**config.mk**
```make
export PLATFORM = sky130hd
export DESIGN_NAME = adc_control_pin_logic
export DESIGN_NICKNAME = d
export VERILOG_FILES = /design/src/adc_ctrl_pkg.sv /design/src/pin_sync.sv /design/src/adc_control_pin_logic.sv
export SDC_FILE = /design/constraint.sdc
export NUM_CORES = 1
export LEC_CHECK = 0
export BUFFER_PORTS_ARGS = -buffer_cell sky130_fd_sc_hd__buf_2
export CAP_MARGIN = 20
export CELL_PAD_IN_SITES_DETAIL_PLACEMENT = 0
export CELL_PAD_IN_SITES_GLOBAL_PLACEMENT = 2
export CORE_UTILIZATION = 26
export DETAILED_ROUTE_END_ITERATION = 7
export MAX_ROUTING_LAYER = met4
export PLACE_DENSITY = 0.79
export SYNTH_ARGS = -nofsm -noshare
export SYNTH_HDL_FRONTEND = slang
export SYNTH_SLANG_ARGS = --single-unit
export TNS_END_PERCENT = 100
```
**constraint.sdc**
```tcl
create_clock -name sys_clk -period 1.9 [get_ports sys_clk]
set_input_delay 0.095 -clock sys_clk [delete_from_list [all_inputs] [get_ports sys_clk]]
set_output_delay 0.095 -clock sys_clk [all_outputs]
set_load 0.005 [all_outputs]
```
**src/adc_ctrl_pkg.sv**
```systemverilog
package adc_ctrl_pkg;

	// ==========================================
	// widths and reset values
	localparam int          DATA_W     = 16;
	localparam int          CFG_W      = 16;
	localparam logic [15:0] DATA_CLEAR = 16'h0000;
	localparam logic [15:0] CFG_CLEAR  = 16'h0000;

	// ==========================================
	// positions of the control pins in the synchroniser vector
	localparam int PIN_CNT   = 6;
	localparam int PIN_CS    = 0;
	localparam int PIN_RD    = 1;
	localparam int PIN_RST   = 2;
	localparam int PIN_PD    = 3;
	localparam int PIN_TRIG  = 4;
	localparam int PIN_SCLK  = 5;

	// idle levels of the pins: selects and trigger idle high, reset held until seen
	localparam logic [5:0] PIN_IDLE = 6'h17;

	typedef enum logic [0:0] {
		CONV_IDLE,
		CONV_RUN
	} conv_state_t;

endpackage : adc_ctrl_pkg

```
**src/pin_sync.sv**
```systemverilog
module pin_sync #(
	parameter int                 WIDTH    = 1,
	parameter logic [WIDTH-1:0]   IDLE_VAL = '0
) (
	input  wire logic             sys_clk,
	input  wire logic             nrst,
	input  wire logic [WIDTH-1:0] pinIn,
	output logic      [WIDTH-1:0] pinOut
);

	// ==========================================
	// two-stage synchroniser; first stage feeds only the second
	logic [WIDTH-1:0] stage1_r;
	logic [WIDTH-1:0] stage2_r;

	always_ff @(posedge sys_clk or negedge nrst)
	begin
		if (!nrst)
		begin
			stage1_r <= IDLE_VAL;
			stage2_r <= IDLE_VAL;
		end
		else
		begin
			stage1_r <= pinIn;
			stage2_r <= stage1_r;
		end
	end

	assign pinOut = stage2_r;

endmodule : pin_sync

```
**src/adc_control_pin_logic.sv**
```systemverilog
module adc_control_pin_logic (
	input  wire logic                               sys_clk,
	input  wire logic                               nrst,
	input  wire logic                               chipSelN,
	input  wire logic                               readStrobeN,
	input  wire logic                               resetIn,
	input  wire logic                               power_down_in,
	input  wire logic                               convert_trigger_n,
	input  wire logic                               output_coding_select,
	input  wire logic                               internal_ref_shutdown,
	input  wire logic                               ref_buffer_shutdown,
	input  wire logic                               slaveSerialMode,
	input  wire logic                               extSerialClk,
	input  wire logic                               convDone,
	input  wire logic [adc_ctrl_pkg::DATA_W-1:0]    resultData,
	input  wire logic                               cfgWrite,
	input  wire logic [adc_ctrl_pkg::CFG_W-1:0]     cfgWriteData,
	output logic                                    dataBusOe,
	output logic [adc_ctrl_pkg::DATA_W-1:0]         dataOut,
	output logic [adc_ctrl_pkg::CFG_W-1:0]          cfgReg,
	output logic                                    holdSample,
	output logic                                    convStart,
	output logic                                    convAbort,
	output logic                                    convBusy,
	output logic                                    coreReset,
	output logic                                    powerDownActive,
	output logic                                    refEnable,
	output logic                                    bufEnable,
	output logic                                    gatedSerialClk
);

	// ==========================================
	// pin synchronisation
	logic [adc_ctrl_pkg::PIN_CNT-1:0] pinRaw;
	logic [adc_ctrl_pkg::PIN_CNT-1:0] pinSync;

	assign pinRaw[adc_ctrl_pkg::PIN_CS]   = chipSelN;
	assign pinRaw[adc_ctrl_pkg::PIN_RD]   = readStrobeN;
	assign pinRaw[adc_ctrl_pkg::PIN_RST]  = resetIn;
	assign pinRaw[adc_ctrl_pkg::PIN_PD]   = power_down_in;
	assign pinRaw[adc_ctrl_pkg::PIN_TRIG] = convert_trigger_n;
	assign pinRaw[adc_ctrl_pkg::PIN_SCLK] = extSerialClk;

	pin_sync #(
		.WIDTH    (adc_ctrl_pkg::PIN_CNT),
		.IDLE_VAL (adc_ctrl_pkg::PIN_IDLE)
	) u_pin_sync (
		.sys_clk (sys_clk),
		.nrst    (nrst),
		.pinIn   (pinRaw),
		.pinOut  (pinSync)
	);

	logic csN;
	logic rdN;
	logic rstHi;
	logic pdHi;
	logic trigN;
	logic sclk;

	assign csN   = pinSync[adc_ctrl_pkg::PIN_CS];
	assign rdN   = pinSync[adc_ctrl_pkg::PIN_RD];
	assign rstHi = pinSync[adc_ctrl_pkg::PIN_RST];
	assign pdHi  = pinSync[adc_ctrl_pkg::PIN_PD];
	assign trigN = pinSync[adc_ctrl_pkg::PIN_TRIG];
	assign sclk  = pinSync[adc_ctrl_pkg::PIN_SCLK];

	// ==========================================
	// edge detection on synchronised levels
	logic trigPrev_r;
	logic rstPrev_r;
	logic trigFall;
	logic rstFall;

	always_ff @(posedge sys_clk or negedge nrst)
	begin
		if (!nrst)
		begin
			trigPrev_r <= 1'h1;
			rstPrev_r  <= 1'h1;
		end
		else
		begin
			trigPrev_r <= trigN;
			rstPrev_r  <= rstHi;
		end
	end

	assign trigFall = trigPrev_r & ~trigN;
	assign rstFall  = rstPrev_r & ~rstHi;

	// ==========================================
	// conversion sequencing
	adc_ctrl_pkg::conv_state_t state_r;
	adc_ctrl_pkg::conv_state_t state_nxt;
	logic                      startOk;

	assign startOk = trigFall & ~rstHi & ~pdHi;

	always_comb
	begin
		state_nxt = state_r;
		unique case (state_r)
			adc_ctrl_pkg::CONV_IDLE:
			begin
				if (startOk)
					state_nxt = adc_ctrl_pkg::CONV_RUN;
			end
			adc_ctrl_pkg::CONV_RUN:
			begin
				if (rstHi)
					state_nxt = adc_ctrl_pkg::CONV_IDLE;
				else if (convDone)
					state_nxt = adc_ctrl_pkg::CONV_IDLE;
			end
		endcase
	end

	always_ff @(posedge sys_clk or negedge nrst)
	begin
		if (!nrst)
			state_r <= adc_ctrl_pkg::CONV_IDLE;
		else
			state_r <= state_nxt;
	end

	assign convBusy        = (state_r == adc_ctrl_pkg::CONV_RUN);
	assign holdSample      = convBusy;
	assign convStart       = (state_r == adc_ctrl_pkg::CONV_IDLE) & startOk;
	assign convAbort       = convBusy & rstHi;
	assign coreReset       = rstHi;
	assign powerDownActive = pdHi;

	// ==========================================
	// result and configuration registers
	logic resultLoad;

	// a result arriving while reset is high belongs to an aborted conversion
	assign resultLoad = convBusy & convDone & ~rstHi;

	always_ff @(posedge sys_clk or negedge nrst)
	begin
		if (!nrst)
			dataOut <= adc_ctrl_pkg::DATA_CLEAR;
		else if (rstFall & output_coding_select)
			dataOut <= adc_ctrl_pkg::DATA_CLEAR;
		else if (resultLoad)
			dataOut <= resultData;
	end

	always_ff @(posedge sys_clk or negedge nrst)
	begin
		if (!nrst)
			cfgReg <= adc_ctrl_pkg::CFG_CLEAR;
		else if (rstFall)
			cfgReg <= adc_ctrl_pkg::CFG_CLEAR;
		else if (cfgWrite & ~rstHi)
			cfgReg <= cfgWriteData;
	end

	// ==========================================
	// host-facing enables
	// bus enable
	assign dataBusOe = ~csN & ~rdN;
	assign gatedSerialClk = slaveSerialMode & ~csN & sclk;
	assign refEnable = ~internal_ref_shutdown;
	assign bufEnable = ~ref_buffer_shutdown;
endmodule : adc_control_pin_logic

```
==> results of run 1 <==
==> Yosys cell counts (all sizes together) <==
library cell,number
and4b,1
a22o,16
dfrtp,37
and2,1
nand2b,17
a21o,1
or2,1
clkbuf,3
buf,5
o21ai,16
nor4,1
dfstp,10
nor2,2
nor3b,1
inv,2
o21bai,1
nand2,19
==> critical path, stage by stage (launching register included) <==
cell and delay [ns]:
dfstp_2 0.52, nand2b_1 0.05, nor4_1 0.26, buf_2 0.18
==> worst min-delay path by stage <==
stage	slack, ns	to	cells past startpoint	startpoint
floorplan	-0.20	cfgReg[0]$_DFFE_PN0P_	0	nrst
global placement	0.1	cfgReg[10]$_DFFE_PN0P_	2	nrst
detailed placement	0.10	cfgReg[10]$_DFFE_PN0P_	2	nrst
CTS	0.006	dataOut[0]$_DFFE_PN0P_	2	resultData[0]
global route	0.002	dataOut[8]$_DFFE_PN0P_	2	resultData[8]
finish	0.02	dataOut[12]$_DFFE_PN0P_	2	resultData[12]
==> routing by layer <==
layer	vias to the layer above	global-route usage, %	part of all wire [%]
li1	642	-	-
met1	588	15.4	49
met2	52	15.9	43
met3	2	3.78	7.4
met4	0	3.29	0.44
met5	-	-	0
==> cell type report <==
cell class / count / area [µm²]
multi-input cells: 77 / 460
well taps: 77 / 96.3
fillers: 653 / 3960
inverters: 2 / 7.51
clock buffers: 7 / 86.3
clock inverters: 1 / 5.00
flip-flops and latches: 47 / 1190
repair buffers: 98 / 551
==> what timing repair did <==
| action | in CTS | in global routing |
|---|---|---|
| endpoints found under the hold margin | 43 | 1 |
| buffers inserted | 0 | 0 |
| hold buffers | 7 | 1 |
==> flip-flops by register name (all words and copies together) (netlist names) <==
signal               flops
u_pin_sync.pinOut        6
rstPrev_r                1
u_pin_sync.stage1_r      6
dataOut                 16
trigPrev_r               1
convBusy                 1
cfgReg                  16
==> cell families after synthesis <==
family	after synthesis	synth area share [%]
flip-flops	47	69.8
AND/OR/NAND/NOR	43	13.0
buffers and inverters	10	3.45
AO/OA/AOI/OAI	34	13.8
==> power groups by stage <==
stage	Clock [mW]	Sequential (mW)	Combinational, mW
4_1_cts	0.633	1.11	0.239
2_1_floorplan	0	1.13	0.0733
3_5_place_dp	0	1.13	0.229
6_report	0.595	1.11	0.234
5_1_grt	0.680	1.12	0.266
3_3_place_gp	0	1.13	0.226
==> through the flow <==
step	cells	instance area [µm²]
6_report	309	2390
5_1_grt	309	2390
4_1_cts	308	2380
3_5_place_dp	293	2220
3_3_place_gp	293	2220
2_1_floorplan	134	1700
==> flow_summary.json, run 1 <==
{
  "status": "finished clean",
  "max_slew.worst_pin.slew_ns": 0.585,
  "report.final.slew_viol_count": 0,
  "critPathMaxFanout": 2,
  "mostFrequentLayoutCell": "buf_2",
  "power_per_cell_area_nw_per_um2": 809,
  "total_power_mw": 1.94,
  "placement_rows": 29,
  "critical_path.reg2reg.startpoint": "rstPrev_r$_DFF_PN1_",
  "die_w_um": 83.0,
  "synth.area.top_cells": "dfrtp_1, dfstp_2, a22o_1, nand2b_1, o21ai_0",
  "fin_worst_skew_ns": 0.00687,
  "netlist_area_before_placement_um2": 1700,
  "drtAntennaViolNets": 0,
  "design.die.area_um2": 6880,
  "setup.worst_path.end": "convStart",
  "post-route-period-util_pct": 72.9,
  "worst_setup_path_end_kind": "primary output",
  "required_ns": 1.80,
  "finalWirelength_um": 3600,
  "first_global_vias": 1249,
  "hold_slack_ns": 0.0178,
  "layout_setup_ws_ns": 0.515,
  "p_seq_share_pct": 57.2,
  "r2r_cells": 3,
  "synth_top_cell_by_area": "dfrtp_1",
  "cts_made_buffers": 5,
  "floorplan.initialDensity_pct": 26.8,
  "routed-via-count": 1284,
  "mostFrequentLayoutCells": "buf_2, dfrtp_1, nand2_1",
  "switching_share_pct": 22.8,
  "gp_routability_congestion": 0.616,
  "cts_buffer_depth": 2,
  "worst_setup_path_startpoint": "trigPrev_r$_DFF_PN1_",
  "cts.root.buffer_cell": "clkbuf_8",
  "flow.area_growth_from_synthesis_pct": 40.5,
  "cts_resized": 0,
  "class_of_the_worst_hold_path": "input pin to flip-flop",
  "boundaryPins": 88,
  "dpl_worst_slack_ns": 0.537,
  "diodes": 0,
  "core_area_um2": 6350,
  "num-nets-final": 277,
  "tns_ns": 0,
  "flip_flop_and_latch_count_after_synthesis": 47,
  "clkLatencyLatePin_ns": 0.28,
  "finalWorstPathRequiredPeriod_ns": 1.39,
  "synthesized_instance_count": 134,
  "synth.net_count": 180,
  "overflow": 0,
  "ir_worst_vdd_mv": 0.353,
  "hpwlAfterDp_um": 2500,
  "via_per_inst": 4.16,
  "drcViolationCount": 0,
  "maxClockFrequency_mhz": 722,
  "grt_use_total_pct": 11.2,
  "drt-pass1-iter-count": 4,
  "h-tree-depth": 2,
  "yosys_warnings": 0,
  "regToRegEndpoint": "dataOut[13]$_DFFE_PN0P_",
  "grt_start_max_net_pins": 48,
  "finalHoldViolCount": 0,
  "wire_length_of_the_first_global_routing_pass_um": 6110,
  "syn_avg_cell_area_um2": 12.7,
  "cap_violations": 0,
  "drtIter0Drc": 36,
  "critPathArrivalTime_ns": 1.29,
  "slew_headroom_pct": 61.0,
  "synth_sequential_area_ratio_pct": 69.8,
  "cts.sinks": 47,
  "finalSetupViolations": 0,
  "grt_antenna_before_repair": 0,
  "combinationalPowerShare_pct": 12.1,
  "p_switching_mw": 0.441,
  "cts_tree": "done",
  "post_route_cells_drive_above_1_share_pct": 47.0,
  "clock_pin_slew_reported_for_the_worst_setup_and_hold_paths_after_clock_tree_synthesis_ns": 0.08,
  "fin_util_pct": 37.7,
  "post_synth_top_area_share_pct": 54.3,
  "r2r_setup_slack_ns": 0.53,
  "cellLeakagePower_nw": 1.27,
  "clock_network_fraction_of_total_power_pct": 30.7,
  "wl_per_cell_um": 11.7,
  "cellInternalPower_mw": 1.50,
  "portBuffers": 87,
  "chipHeight_um": 83.0,
  "rsz_0062_raised_after_global_routing": "no",
  "post_synth_num_cell_types": 19,
  "setup.worst_path.class": "flip-flop to primary output",
  "cp-start-kind": "flip-flop"
}
No activity file was read; power rests on OpenSTA's default activity.
==> run 2: changes to the inputs <==
--- a/config.mk
+++ b/config.mk
@@ -5,14 +5,15 @@
 export SDC_FILE = /design/constraint.sdc
 export NUM_CORES = 1
 export LEC_CHECK = 0
+export ABC_AREA = 1
 export BUFFER_PORTS_ARGS = -buffer_cell sky130_fd_sc_hd__buf_2
 export CAP_MARGIN = 20
 export CELL_PAD_IN_SITES_DETAIL_PLACEMENT = 0
 export CELL_PAD_IN_SITES_GLOBAL_PLACEMENT = 2
-export CORE_UTILIZATION = 26
+export CORE_UTILIZATION = 24
 export DETAILED_ROUTE_END_ITERATION = 7
 export MAX_ROUTING_LAYER = met4
-export PLACE_DENSITY = 0.79
+export PLACE_DENSITY = 0.78
 export SYNTH_ARGS = -nofsm -noshare
 export SYNTH_HDL_FRONTEND = slang
 export SYNTH_SLANG_ARGS = --single-unit
==> constraint.sdc (replaced) <==
create_clock -name sys_clk -period 1.2 [get_ports sys_clk]
set_input_delay 0.06 -clock sys_clk [delete_from_list [all_inputs] [get_ports sys_clk]]
set_output_delay 0.06 -clock sys_clk [all_outputs]
set_load 0.005 [all_outputs]
==> run 2 against run 1 <==
Clock power rose by 100%. Critical path depth up 2. Clock skew decreased by 0.0024 ns. Sequential power up 58%. Hold slack lost 0.0084 ns. Largest power group unchanged. Synthesized area up 8.4%. The run now ends with setup timing left. Via count up 34%. Die area up 17%. Core utilization is 2.0 points higher.
==> flow_summary.json, run 2 <==
{
  "total_power_mw": 3.46,
  "fillers": 768,
  "mostFrequentLayoutCells": "buf_2, nand2_1, dfrtp_1",
  "flip_flop_and_latch_count_after_synthesis": 47,
  "synth.area.top_cells": "dfrtp_1, dfstp_2, nand3_1, nand2_1, nand4_1",
  "wl_per_cell_um": 12.8,
  "netlist_area_before_placement_um2": 1850,
  "design.die.area_um2": 8050,
  "clkLatencyLatePin_ns": 0.30,
  "cp-start-kind": "flip-flop",
  "routed-via-count": 1722,
  "status": "complete, but fails checks",
  "die_w_um": 89.7,
  "hold_slack_ns": 0.00941,
  "cts.sinks": 47,
  "cap_violations": 0,
  "finalWirelength_um": 5100,
  "post_route_cells_drive_above_1_share_pct": 43.7,
  "post_synth_num_cell_types": 15,
  "drcViolationCount": 0,
  "post-route-period-util_pct": 107,
  "drtIter0Drc": 75,
  "most_instantiated_library_cell_after_synthesis": "nand2_1",
  "worst_setup_path_end_kind": "primary output",
  "placement.cell_area_um2": 2420,
  "num-nets-final": 345,
  "synth_sequential_area_ratio_pct": 64.4,
  "boundaryPins": 88,
  "cts_buffer_depth": 2,
  "layout_setup_ws_ns": -0.0827,
  "grt_antenna_before_repair": 0,
  "grt_use_total_pct": 14.1,
  "cts_tree": "done",
  "floorplan.initialDensity_pct": 25.2,
  "worst_setup_path_startpoint": "u_pin_sync.pinOut[2]$_DFF_PN1_",
  "slew_headroom_pct": 76.1,
  "finalWorstPathRequiredPeriod_ns": 1.28,
  "finalHoldViolCount": 0,
  "class_of_the_worst_hold_path": "input pin to flip-flop",
  "setup.worst_path.class": "flip-flop to primary output",
  "post-place-cells": 359,
  "r2r_cells": 6,
  "core_area_um2": 7330,
  "post_synth_top_area_share_pct": 50.1,
  "finalSetupViolations": 27,
  "ys_dominant_reg_cell": "dfrtp_1",
  "portBuffers": 87,
  "drt-pass1-iter-count": 4,
  "placement_rows": 31,
  "critPathMaxFanout": 4,
  "grt_start_max_net_pins": 48,
  "cellLeakagePower_nw": 1.59,
  "flow.area_growth_from_synthesis_pct": 57.8,
  "overflow": 0,
  "syn_avg_cell_area_um2": 10.3,
  "fin_worst_skew_ns": 0.00451,
  "cts.root.buffer_cell": "clkbuf_8",
  "async_flop_share_pct": 100,
  "maxClockFrequency_mhz": 780,
  "critical_path.reg2reg.startpoint": "u_pin_sync.pinOut[2]$_DFF_PN1_",
  "yosys-top-cells-count": "nand2_1, dfrtp_1, nand3_1, nand4_1, o21ai_0",
  "synth.net_count": 225,
  "critPathArrivalTime_ns": 1.22,
  "diodes": 0,
  "yosys_warnings": 0,
  "wire_length_of_the_first_global_routing_pass_um": 8830,
  "synth_top_cell_by_area": "dfrtp_1",
  "max_slew.worst_pin.slew_ns": 0.357,
  "rsz_0062_raised_after_global_routing": "yes",
  "synthesized_instance_count": 179,
  "first_global_vias": 1849,
  "cts_made_buffers": 5,
  "post_synth_edffs": 0,
  "chipHeight_um": 89.7,
  "regToRegEndpoint": "dataOut[12]$_DFFE_PN0P_",
  "r2r_setup_slack_ns": -0.04,
  "ir_worst_vdd_mv": 0.557,
  "stdcell_area_um2": 2910,
  "final_cell_count_no_fill": 399,
  "setup.worst_path.end": "convStart",
  "h-tree-depth": 2,
  "mostFrequentLayoutCell": "buf_2",
  "hpwlAfterDp_um": 3280,
  "power_per_cell_area_nw_per_um2": 1190,
  "violations": "setup timing",
  "clock_pin_slew_reported_for_the_worst_setup_and_hold_paths_after_clock_tree_synthesis_ns": 0.09,
  "via_per_inst": 4.32,
  "required_ns": 1.14,
  "gp_routability_congestion": 0.731,
  "report.final.slew_viol_count": 0,
  "drtAntennaViolNets": 0,
  "layout_top_registers": "cfgReg (16), dataOut (16)"
}
-- run 2: changes by cell type in the layout (fill, tap and decap cells not counted), moves of 3 or more --
cell           before  now
nor2_4              0    3
buf_4               2    8
a22o_1             16    0
nand2_1            19   38
buf_12              1    5
o21ai_0            16   11
nand4_1             0   16
nand2b_1           17    0
o21ai_1             0    5
buf_6               0    3
dlygate4sd3_1       8   23
nand3_1             0   32
-- run 2: metrics by stage --
step	setup WS [ns]	setup TNS (ns)	utilization, %
4_1_cts	-0.118	-1.35	38.9
3_3_place_gp	0.00334	0	33.1
6_report	-0.0827	-0.682	39.8
2_1_floorplan	0.0755	0	-
3_5_place_dp	0.00182	0	33.1
5_1_grt	-0.136	-2.88	39.8
-- run 2: worst min-delay path by stage --
stage,from,endpoint,slack (ns),cells past startpoint
after floorplan,nrst,cfgReg[0]$_DFFE_PN0P_,-0.24,0
after global placement,nrst,u_pin_sync.pinOut[5]$_DFF_PN0_,0.06,2
after detailed placement,nrst,u_pin_sync.pinOut[5]$_DFF_PN0_,0.07,2
after CTS,cfgWriteData[11],cfgReg[11]$_DFFE_PN0P_,0.004,3
after global routing,resultData[12],dataOut[12]$_DFFE_PN0P_,0.007,3
final,cfgWriteData[3],cfgReg[3]$_DFFE_PN0P_,0.009,3
-- run 2: timing repair --
item	CTS	global route
hold buffers	23	0
endpoints found under the setup margin	3	32
pin swaps	1	0
buffers inserted	7	0
cloned	0	2
resized for setup	3	7
endpoints found under the hold margin	69	0
-- run 2: kinds of logic (layout without fill, tap and decap cells) --
family,count (synthesis),after routing,share of synthesized area [%]
AO/OA/AOI/OAI,16,16,4.34
buffers and inverters,20,141,5.96
AND/OR/NAND/NOR,96,96,25.3
flip-flops,47,47,64.4
-- run 2: worst max-delay path, stage by stage (launching register included) --
cell     delay, ns
dfstp_2       0.57
buf_12        0.11
nor2_4        0.03
nand2_2       0.07
inv_2         0.04
buf_6         0.10
-- run 2: per-layer routing --
metal	GRT usage (%)	share of wire (%)	wire length [µm]
met5	-	0	0
met4	5.60	1.9	95
met3	3.30	4.9	251
met2	21.3	47	2380
met1	18.2	46	2370
-- run 2: power by group --
part / total, mW / internal (mW) / switching (mW)
clock: 1.21 / 0.632 / 0.575
sequential: 1.75 / 1.70 / 0.0539
combinational: 0.495 / 0.263 / 0.233
-- run 2: layout make-up --
class / count / area [µm²] / area share [%]
multi-input cells: 112 / 576 / 19.8
flip-flops and latches: 47 / 1190 / 40.8
clock buffers: 5 / 68.8 / 2.36
inverters: 7 / 30.0 / 1.03
clock inverters: 3 / 47.5 / 1.63
well taps: 99 / 124 / 4.25
repair buffers: 126 / 880 / 30.2
